`config.mk`:
```
export PLATFORM = sky130hd
export DESIGN_NAME = scia_top
export DESIGN_NICKNAME = d
export VERILOG_FILES = /design/src/hw/scia_pkg.sv /design/src/hw/scia_cfg_store.sv /design/src/hw/scia_top.sv
export SDC_FILE = /design/constraint.sdc
export NUM_CORES = 2
export LEC_CHECK = 0
export BUFFER_PORTS_ARGS = -buffer_cell sky130_fd_sc_hd__buf_2
export CAP_MARGIN = 0
export CORE_ASPECT_RATIO = 0.75
export CORE_MARGIN = 4
export CORE_UTILIZATION = 23
export DETAILED_ROUTE_END_ITERATION = 6
export PLACE_DENSITY = 0.34
export SLEW_MARGIN = 25
export SYNTH_ARGS = -nofsm -noshare
export SYNTH_HDL_FRONTEND = slang
export SYNTH_HIERARCHICAL = 1
export SYNTH_SLANG_ARGS = --single-unit
```
`constraint.sdc`:
```
create_clock -name mclk -period 39.6 [get_ports mclk]
set_input_delay 7.92 -clock mclk [delete_from_list [all_inputs] [get_ports mclk]]
set_output_delay 7.92 -clock mclk [all_outputs]
set_load 0.02 [all_outputs]
```
`src/hw/scia_pkg.sv`:
```
// Constants, types and helpers shared by the slow-control access logic
package scia_pkg;

  // Port register indices, carried in the low bits of the bus address
  localparam logic [2:0] REG_ADDR_LO = 3'h0;
  localparam logic [2:0] REG_ADDR_HI = 3'h1;
  localparam logic [2:0] REG_DATA = 3'h2;
  localparam logic [2:0] REG_DATA_INC = 3'h3;
  localparam logic [2:0] REG_DIR_A = 3'h4;
  localparam logic [2:0] REG_DIR_B = 3'h5;
  localparam logic [2:0] REG_DIR_PLL = 3'h6;
  localparam logic [2:0] REG_STATUS = 3'h7;

  // Indirect address layout
  localparam int ADDR_W = 16;
  localparam int SUB_LSB = 5;
  localparam int IDX_W = 5;
  localparam int SUB_W = 11;
  localparam int REGS_PER_SUB = 32;

  // Implemented store: a few sub-blocks, the rest read as the unmapped value
  localparam int CFG_BLOCKS = 4;
  localparam int BLK_SEL_W = 2;
  localparam int CFG_AW = 7;
  localparam int CFG_DEPTH = CFG_BLOCKS * REGS_PER_SUB;
  localparam logic [7:0] CFG_DEFAULT = 8'h00;
  localparam logic [7:0] CFG_UNMAPPED = 8'h00;
  localparam logic [7:0] DIR_DEFAULT = 8'h00;
  localparam logic [15:0] ADDR_DEFAULT = 16'h0000;

  // Status register bit positions
  localparam int STAT_PLL = 0;
  localparam int STAT_SEU = 1;
  localparam int STAT_RSVD = 2;

  // Bus framing
  localparam logic [3:0] BITS_PER_BYTE = 4'h8;
  localparam logic [3:0] BIT_FIRST = 4'h1;
  localparam logic [2:0] PIN_IDLE = 3'h3;

  typedef enum logic [2:0] {
    ST_IDLE = 3'b000,
    ST_ADDR = 3'b001,
    ST_AACK = 3'b010,
    ST_WRITE = 3'b011,
    ST_WACK = 3'b100,
    ST_READ = 3'b101,
    ST_RACK = 3'b110
  } scia_state_t;

  typedef struct packed {
    logic wr;
    logic [15:0] addr;
    logic [7:0] data;
  } scia_cfg_req_t;

  function automatic logic [15:0] addr_incr(input logic [15:0] a);
    addr_incr = a + 16'h0001;
  endfunction

  function automatic logic cfg_hit(input logic [15:0] a);
    cfg_hit = (a[ADDR_W-1:SUB_LSB] < 11'(CFG_BLOCKS));
  endfunction

  function automatic logic [CFG_AW-1:0] cfg_index(input logic [15:0] a);
    cfg_index = {a[SUB_LSB+BLK_SEL_W-1:SUB_LSB], a[IDX_W-1:0]};
  endfunction

endpackage

```
`src/hw/scia_cfg_store.sv`:
```
// Configuration parameter store with per-byte parity upset check
`timescale 1ns/10ps
module scia_cfg_store (
  input wire logic mclk,
  input wire logic prst_n,
  input scia_pkg::scia_cfg_req_t req,
  output logic [7:0] rd_data,
  output logic seu_error
);

  logic [7:0] mem_reg [scia_pkg::CFG_DEPTH];
  logic par_reg [scia_pkg::CFG_DEPTH];
  logic seu_next;
  logic hit;
  logic [scia_pkg::CFG_AW-1:0] idx;

  // Sub-block and index split of the indirect address
  assign hit = scia_pkg::cfg_hit(req.addr);
  assign idx = scia_pkg::cfg_index(req.addr);

  // Only the parameter reset touches this store; hard reset leaves it alone
  always_ff @(posedge mclk or negedge prst_n)
  begin
    if (!prst_n)
    begin
      for (int i = 0; i < scia_pkg::CFG_DEPTH; i++)
      begin
        mem_reg[i] <= scia_pkg::CFG_DEFAULT;
        par_reg[i] <= ^scia_pkg::CFG_DEFAULT;
      end
    end
    else if (req.wr && hit)
    begin
      mem_reg[idx] <= req.data;
      par_reg[idx] <= ^req.data;
    end
  end

  assign rd_data = hit ? mem_reg[idx] : scia_pkg::CFG_UNMAPPED;

  // Parity per byte; a flipped bit anywhere raises the error level
  always_comb
  begin
    seu_next = 1'b0;
    for (int i = 0; i < scia_pkg::CFG_DEPTH; i++)
    begin
      seu_next = seu_next | ((^mem_reg[i]) ^ par_reg[i]);
    end
  end

  always_ff @(posedge mclk or negedge prst_n)
  begin
    if (!prst_n)
      seu_error <= 1'b0;
    else
      seu_error <= seu_next;
  end

  AST_CFG_STORED: assert property (@(posedge mclk) disable iff (!prst_n)
    (req.wr && hit) |=> (mem_reg[$past(idx)] == $past(req.data)))
    else $error("config byte not stored");

endmodule // scia_cfg_store

```
`src/hw/scia_top.sv`:
```
// Bus target with port registers and indirect access to configuration parameters
// What this block does
// - Eight port registers; zero to three reach the configuration parameters only.
// - Registers four, five, six are direct access in one transaction.
// - Register seven is read-only status; writes change nothing.
// - Registers zero and one hold the address of one 8-bit parameter.
// - Indirect address is 16 bits, low byte and high byte registers.
// - Upper 11 bits pick the sub-block, lower 5 the register.
// - At most 32 parameters per sub-block.
// - Writing register two stores its byte at the indirect address.
// - Register three reaches successive addresses without reloading the address.
// - PLL lock is readable in a direct access register.
// - Error output flags an upset in the stored parameters.
// - Direction bit 0 means write, 1 means read.
// - Parameter reset restores parameter defaults and nothing else.
// - Hard reset clears bus logic but keeps the parameters.
`timescale 1ns/10ps
module scia_top #(
  parameter logic [3:0] BUS_ADDR_BASE = 4'h5 // Arbitrary value
) (
  input wire logic mclk,
  input wire logic hard_reset_n,
  input wire logic param_reset_n,
  input wire logic scl_in,
  input wire logic sda_in,
  output logic sda_out,
  output logic sda_oe_n,
  input wire logic pll_locked,
  output logic [7:0] direct_ctrl_a,
  output logic [7:0] direct_ctrl_b,
  output logic seu_error
);

  logic [1:0] hrst_q;
  logic [1:0] prst_q;
  logic rst_n;
  logic prst_n;
  logic [2:0] pin_q1;
  logic [2:0] pin_q2;
  logic [2:0] pin_q3;
  logic [2:0] pin_reg;
  logic [2:0] pin_prev_reg;
  logic scl_rise;
  logic scl_fall;
  logic start_cond;
  logic stop_cond;
  scia_pkg::scia_state_t state_reg;
  logic [3:0] bit_cnt_reg;
  logic [7:0] shift_reg;
  logic [7:0] tx_reg;
  logic rw_reg;
  logic nack_reg;
  logic [2:0] idx_reg;
  logic drive_reg;
  logic [15:0] addr_reg;
  logic [7:0] dir_a_reg;
  logic [7:0] dir_b_reg;
  logic [7:0] status;
  logic [7:0] rd_byte;
  logic [7:0] cfg_rd_data;
  logic wr_pulse;
  logic rd_load;
  scia_pkg::scia_cfg_req_t cfg_req;

  // Reset release through two flops per reset
  always_ff @(posedge mclk or negedge hard_reset_n)
  begin
    if (!hard_reset_n)
      hrst_q <= 2'h0;
    else
      hrst_q <= {hrst_q[0], 1'b1};
  end

  always_ff @(posedge mclk or negedge param_reset_n)
  begin
    if (!param_reset_n)
      prst_q <= 2'h0;
    else
      prst_q <= {prst_q[0], 1'b1};
  end

  assign rst_n = hrst_q[1];
  assign prst_n = prst_q[1];

  // Pin inputs: three flops, a change is taken once stages two and three agree
  always_ff @(posedge mclk or negedge rst_n)
  begin
    if (!rst_n)
    begin
      pin_q1 <= scia_pkg::PIN_IDLE;
      pin_q2 <= scia_pkg::PIN_IDLE;
      pin_q3 <= scia_pkg::PIN_IDLE;
      pin_reg <= scia_pkg::PIN_IDLE;
      pin_prev_reg <= scia_pkg::PIN_IDLE;
    end
    else
    begin
      pin_q1 <= {pll_locked, sda_in, scl_in};
      pin_q2 <= pin_q1;
      pin_q3 <= pin_q2;
      pin_reg <= (~(pin_q2 ^ pin_q3) & pin_q3) | ((pin_q2 ^ pin_q3) & pin_reg);
      pin_prev_reg <= pin_reg;
    end
  end

  assign scl_rise = pin_reg[0] && !pin_prev_reg[0];
  assign scl_fall = !pin_reg[0] && pin_prev_reg[0];
  assign start_cond = pin_reg[0] && pin_prev_reg[0] && pin_prev_reg[1] && !pin_reg[1];
  assign stop_cond = pin_reg[0] && pin_prev_reg[0] && !pin_prev_reg[1] && pin_reg[1];

  // Byte events seen by the register logic
  assign wr_pulse = (state_reg == scia_pkg::ST_WRITE) && scl_fall && (bit_cnt_reg == scia_pkg::BITS_PER_BYTE);
  assign rd_load = scl_fall && (((state_reg == scia_pkg::ST_AACK) && rw_reg)
    || ((state_reg == scia_pkg::ST_RACK) && !nack_reg));

  // Bit-level sequencer; no clock stretching, so reads are fetched at the ack fall
  always_ff @(posedge mclk or negedge rst_n)
  begin
    if (!rst_n)
    begin
      state_reg <= scia_pkg::ST_IDLE;
      bit_cnt_reg <= 4'h0;
      shift_reg <= 8'h00;
      tx_reg <= 8'h00;
      rw_reg <= 1'b0;
      nack_reg <= 1'b0;
      idx_reg <= 3'h0;
      drive_reg <= 1'b0;
    end
    else if (start_cond)
    begin
      state_reg <= scia_pkg::ST_ADDR;
      bit_cnt_reg <= 4'h0;
      drive_reg <= 1'b0;
    end
    else if (stop_cond)
    begin
      state_reg <= scia_pkg::ST_IDLE;
      drive_reg <= 1'b0;
    end
    else
    begin
      case (state_reg)
        scia_pkg::ST_ADDR, scia_pkg::ST_WRITE:
        begin
          if (scl_rise)
          begin
            shift_reg <= {shift_reg[6:0], pin_reg[1]};
            bit_cnt_reg <= bit_cnt_reg + 4'h1;
          end
          else if (scl_fall && bit_cnt_reg == scia_pkg::BITS_PER_BYTE)
          begin
            if (state_reg == scia_pkg::ST_WRITE)
            begin
              state_reg <= scia_pkg::ST_WACK;
              drive_reg <= 1'b1;
            end
            else if (shift_reg[7:4] == BUS_ADDR_BASE)
            begin
              state_reg <= scia_pkg::ST_AACK;
              drive_reg <= 1'b1;
              rw_reg <= shift_reg[0];
              idx_reg <= shift_reg[3:1];
            end
            else
              state_reg <= scia_pkg::ST_IDLE;
          end
        end
        scia_pkg::ST_AACK, scia_pkg::ST_RACK:
        begin
          if (scl_rise && state_reg == scia_pkg::ST_RACK)
            nack_reg <= pin_reg[1];
          else if (rd_load)
          begin
            state_reg <= scia_pkg::ST_READ;
            tx_reg <= rd_byte;
            drive_reg <= !rd_byte[7];
            bit_cnt_reg <= scia_pkg::BIT_FIRST;
          end
          else if (scl_fall && state_reg == scia_pkg::ST_RACK)
          begin
            state_reg <= scia_pkg::ST_IDLE;
            drive_reg <= 1'b0;
          end
          else if (scl_fall)
          begin
            state_reg <= scia_pkg::ST_WRITE;
            drive_reg <= 1'b0;
            bit_cnt_reg <= 4'h0;
          end
        end
        scia_pkg::ST_WACK:
        begin
          if (scl_fall)
          begin
            state_reg <= scia_pkg::ST_WRITE;
            drive_reg <= 1'b0;
            bit_cnt_reg <= 4'h0;
          end
        end
        scia_pkg::ST_READ:
        begin
          if (scl_fall && bit_cnt_reg == scia_pkg::BITS_PER_BYTE)
          begin
            state_reg <= scia_pkg::ST_RACK;
            drive_reg <= 1'b0;
          end
          else if (scl_fall)
          begin
            drive_reg <= !tx_reg[6];
            tx_reg <= {tx_reg[6:0], 1'b0};
            bit_cnt_reg <= bit_cnt_reg + 4'h1;
          end
        end
        default:
          state_reg <= scia_pkg::ST_IDLE;
      endcase
    end
  end

  // Open drain: only ever pulls low
  assign sda_out = 1'b0;
  assign sda_oe_n = !drive_reg;

  // Address and direct registers; hard reset clears them, parameters survive
  always_ff @(posedge mclk or negedge rst_n)
  begin
    if (!rst_n)
    begin
      addr_reg <= scia_pkg::ADDR_DEFAULT;
      dir_a_reg <= scia_pkg::DIR_DEFAULT;
      dir_b_reg <= scia_pkg::DIR_DEFAULT;
    end
    else if (wr_pulse)
    begin
      case (idx_reg)
        scia_pkg::REG_ADDR_LO: addr_reg[7:0] <= shift_reg;
        scia_pkg::REG_ADDR_HI: addr_reg[15:8] <= shift_reg;
        scia_pkg::REG_DATA_INC: addr_reg <= scia_pkg::addr_incr(addr_reg);
        scia_pkg::REG_DIR_A: dir_a_reg <= shift_reg;
        scia_pkg::REG_DIR_B: dir_b_reg <= shift_reg;
        default: addr_reg <= addr_reg; // Status and lock register ignore writes
      endcase
    end
    else if (rd_load && idx_reg == scia_pkg::REG_DATA_INC)
      addr_reg <= scia_pkg::addr_incr(addr_reg);
  end

  // One driver for the whole request word
  assign cfg_req = '{
    wr: wr_pulse && (idx_reg == scia_pkg::REG_DATA || idx_reg == scia_pkg::REG_DATA_INC),
    addr: addr_reg,
    data: shift_reg
  };

  assign status = {5'h00, |addr_reg[15:14], seu_error, pin_reg[2]};

  always_comb
  begin
    case (idx_reg)
      scia_pkg::REG_ADDR_LO: rd_byte = addr_reg[7:0];
      scia_pkg::REG_ADDR_HI: rd_byte = addr_reg[15:8];
      scia_pkg::REG_DATA, scia_pkg::REG_DATA_INC: rd_byte = cfg_rd_data;
      scia_pkg::REG_DIR_A: rd_byte = dir_a_reg;
      scia_pkg::REG_DIR_B: rd_byte = dir_b_reg;
      scia_pkg::REG_DIR_PLL: rd_byte = {7'h00, pin_reg[2]};
      default: rd_byte = status;
    endcase
  end

  scia_cfg_store u_store (
    .mclk(mclk),
    .prst_n(prst_n),
    .req(cfg_req),
    .rd_data(cfg_rd_data),
    .seu_error(seu_error)
  );

  assign direct_ctrl_a = dir_a_reg;
  assign direct_ctrl_b = dir_b_reg;

  AST_ADDR_LOW: assert property (@(posedge mclk) disable iff (!rst_n)
    (wr_pulse && idx_reg == scia_pkg::REG_ADDR_LO) |=> (addr_reg[7:0] == $past(shift_reg)) && $stable(addr_reg[15:8]))
    else $error("low address byte not loaded");
  AST_ADDR_HIGH: assert property (@(posedge mclk) disable iff (!rst_n)
    (wr_pulse && idx_reg == scia_pkg::REG_ADDR_HI) |=> (addr_reg[15:8] == $past(shift_reg)) && $stable(addr_reg[7:0]))
    else $error("high address byte not loaded");
  AST_DATA_WRITE: assert property (@(posedge mclk) disable iff (!rst_n)
    (wr_pulse && idx_reg == scia_pkg::REG_DATA) |-> cfg_req.wr && (cfg_req.addr == addr_reg) ##1 $stable(addr_reg))
    else $error("data write misrouted");
  AST_AUTOINC: assert property (@(posedge mclk) disable iff (!rst_n)
    ((wr_pulse || rd_load) && idx_reg == scia_pkg::REG_DATA_INC) |=> (addr_reg == $past(addr_reg) + 16'h0001))
    else $error("auto-increment missed");
  AST_STATUS_RO: assert property (@(posedge mclk) disable iff (!rst_n)
    (wr_pulse && idx_reg == scia_pkg::REG_STATUS) |=> $stable(addr_reg) && $stable(dir_a_reg) && $stable(dir_b_reg))
    else $error("status write had an effect");
  AST_DIRECT: assert property (@(posedge mclk) disable iff (!rst_n)
    (wr_pulse && idx_reg == scia_pkg::REG_DIR_A) |=> (direct_ctrl_a == $past(shift_reg)))
    else $error("direct register not written");
  AST_PLL_READ: assert property (@(posedge mclk) disable iff (!rst_n)
    (rd_load && idx_reg == scia_pkg::REG_DIR_PLL) |=> (tx_reg[0] == $past(pin_reg[2])) && (tx_reg[7:1] == 7'h00))
    else $error("lock bit not returned");
  AST_DATA_READ: assert property (@(posedge mclk) disable iff (!rst_n)
    (rd_load && idx_reg == scia_pkg::REG_DATA) |=> (tx_reg == $past(cfg_rd_data)) && (state_reg == scia_pkg::ST_READ))
    else $error("parameter read wrong");
  AST_DIRECTION: assert property (@(posedge mclk) disable iff (!rst_n)
    (state_reg == scia_pkg::ST_AACK && scl_fall && !start_cond && !stop_cond)
      |=> (state_reg == (rw_reg ? scia_pkg::ST_READ : scia_pkg::ST_WRITE)))
    else $error("direction bit not honoured");

endmodule // scia_top

```
==> run summary <==
required time worst endpoint: 31.68 ns
status: complete, no violations
Cell Area, Synth: 66300 um^2
worst-path maximum fanout: 3
period utilisation layout: 23.6%
syn_area_per_cell: 12.6 um^2
gpl congestion: 0.806
setup TNS: 0 ns
post-CTS sizing: 0
routed vias: 44.3k
maximum vdd ir drop: 0.115 mV
Worst path slowest cell: dfrtp_1
hold_buf cts: 0
drt via density: 4.84
pre-CTS setup slack: 31.07 ns
register area share after synthesis: 46.5%
Die Y: 473 um
Synth area leaders: dfrtp_1 (46%), mux2_2 (18%), xnor2_1 (9.6%)
RSZ-0062 raised after global routing: no
Total GRT Usage: 19.1%
Worst Skew: 0.0521 ns
largest area contributor in the netlist: dfrtp_1
DRT antenna net count: 0
FFs w/ async S/R, synth: 100%
# fillers: 29.7k
H-tree depth: 4
Worst Tran Pin Value: 1.16 ns
Power Total: 3.20 mW
clk root buf: clkbuf_16
residual DRC count: 0
Final Hold Viols: 0
layout cells sized above 1: 31.9%
Synth warnings: 6
Critical Path Start Type: flop
final WL: 288000 um
Worst R2R Setup Slack: 33.62 ns
worst stage delay on the critical path: 0.36 ns
TritonRoute pass-1 iters: 5
antenna violations before repair: 34
RR Endpoint: tx_reg[6]$_DFFE_PN0P_
Post-synth top flop: dfrtp_1
Post-Synthesis Cells: 5244
Reg2Reg Depth: 13
final core occ: 26.5%
Crit Path Category: reg -> out
maximum clock rate: 107 MHz
crit path time final: 9.35 ns
cell area power density: 42.1 nW/um^2
FF+latch count, synth: 1231
Slew Limit Fails: 0
PortBufs: 23
Post-CTS Setup Inserts: 0
wire per inst: 31.5 um
multi-input logic area: 34200 um^2
Die Area: 297000 um^2
clock-pin slew on the worst setup and hold paths: 0.06 ns
Static Leakage: 35.3 nW
max reg flops: 1024
# nets final: 5269
Netlist cell types: 89
Area growth syn-to-layout: 14.6%
CORE AREA: 287000 um^2
top-area cell type share of the netlist area: 46.1%
CTS tree: done
max_slew headroom: 22.2%
Max Cap Violations: 0
final setup vio count: 0
starting density of the core: 23.1%
cell chain of the critical path: inv_1, buf_2
area occupied by registers: 30900 um^2
vias in the first global route: 45.0k
post-route setup slack: 30.25 ns
Reg-to-Reg Start: addr_reg[2]$_DFFE_PN0P_
TritonCTS Buffers: 152
dpl hpwl: 193000 um
row cnt: 170
Post-synth EDFFs: 0
CP endpoint kind: output port
worst hold path type: reg -> async
arrival time at the worst endpoint: 1.43 ns
worst skew pair latency: 0.82 ns
GRT Residual Overflow: 0
clk buf depth: 4
largest net degree at the start of global routing: 110
# IOs: 25
first-pass GRT wire length: 398000 um
die width: 628 um
CTS sink cnt: 1231
Initial DRC Count: 3823
==> how the worst max path moves through the flow <==
stage	depth (start not counted)	to	start	slack [ns]
2_1_floorplan	0	u_store/mem_reg[0]$_DFFE_PN0P_	prst_q[1]$_DFF_PN0_	5.02
3_3_place_gp	2	sda_oe_n	drive_reg$_DFFE_PN0P_	31.04
3_5_place_dp	2	sda_oe_n	drive_reg$_DFFE_PN0P_	31.07
4_1_cts	2	sda_oe_n	drive_reg$_DFFE_PN0P_	30.16
5_1_grt	2	sda_oe_n	drive_reg$_DFFE_PN0P_	30.15
6_report	2	sda_oe_n	drive_reg$_DFFE_PN0P_	30.25
==> power breakdown <==
part | internal (mW) | leakage, nW | switching, mW | total (mW)
sequential | 1.27 | 17.1 | 0.0537 | 1.32
clock | 0.814 | 2.37 | 0.597 | 1.41
combinational | 0.0453 | 15.8 | 0.420 | 0.465
==> final cells by class <==
type,instances,share of cell area [%]
flip-flops and latches,1231,40.7
multi-input cells,3686,45.0
clock inverters,25,0.280
clock buffers,232,6.05
diodes,6,0.0198
inverters,23,0.115
well taps,3784,6.24
repair buffers,166,1.63
==> layout by cell type, fill, tap and decap left out, types with 41 or more instances in the layout <==
cell type,count
mux2_2,1074
a221oi_1,81
a22oi_1,159
mux2_1,43
xor2_1,128
dfrtp_1,1206
nand4_1,41
nor2_8,80
nand3_1,43
a21oi_1,254
o21ai_0,105
nand2_1,119
xnor2_1,719
mux2i_1,89
clkbuf_16,157
buf_4,138
nor2_1,202
xnor3_1,90
==> cell usage after synthesis (89+ instances only) <==
| cell type | n |
|---|---|
| dfrtp_1 | 1221 |
| mux2_2 | 1074 |
| xnor2_1 | 726 |
| a21oi_1 | 254 |
| nor2_1 | 203 |
| clkbuf_1 | 186 |
| a22oi_1 | 159 |
| xor2_1 | 128 |
| nand2_1 | 119 |
| o21ai_0 | 106 |
| xnor3_1 | 90 |
| mux2i_1 | 89 |
==> logic make-up (layout without fill, tap and decap cells) <==
kind of cell	count (synthesis)	after routing	synth area share, %
AO/OA/AOI/OAI	811	811	8.22
XOR/XNOR	944	944	14.3
adder cells (fa/ha/maj)	6	6	0.102
buffers and inverters	328	446	2.26
flip-flops	1231	1231	46.5
multiplexers	1234	1234	21.3
other	2	9	0.0113
AND/OR/NAND/NOR	688	688	7.29
==> critical path, delay by kind of cell, from the launching register on <==
family   cells  cell delay, ns
buf+inv      2            0.25
flops        1            0.36
==> layer usage <==
| layer | part of all wire [%] | wire [um] | GRT usage, % | vias up |
|---|---|---|---|---|
| met5 | 0.0059 | 17 | 0 | - |
| met4 | 1.5 | 4270 | 2.97 | 2 |
| met3 | 4.8 | 14000 | 2.84 | 249 |
| met2 | 41 | 119000 | 27.0 | 1039 |
| met1 | 52 | 151000 | 30.5 | 24000 |
| li1 | - | - | - | 19000 |
==> stage by stage <==
stage                     hold WS [ns]  cell area, um^2  std cells
after CTS                        0.297            75900       9146
after global placement           0.310            71000       8888
after detailed placement         0.303            71100       8889
after floorplan                  0.331            66300       5245
final                            0.287            75900       9153
after global routing             0.329            75900       9147
Note: power is estimated with default switching activity, not from simulation.
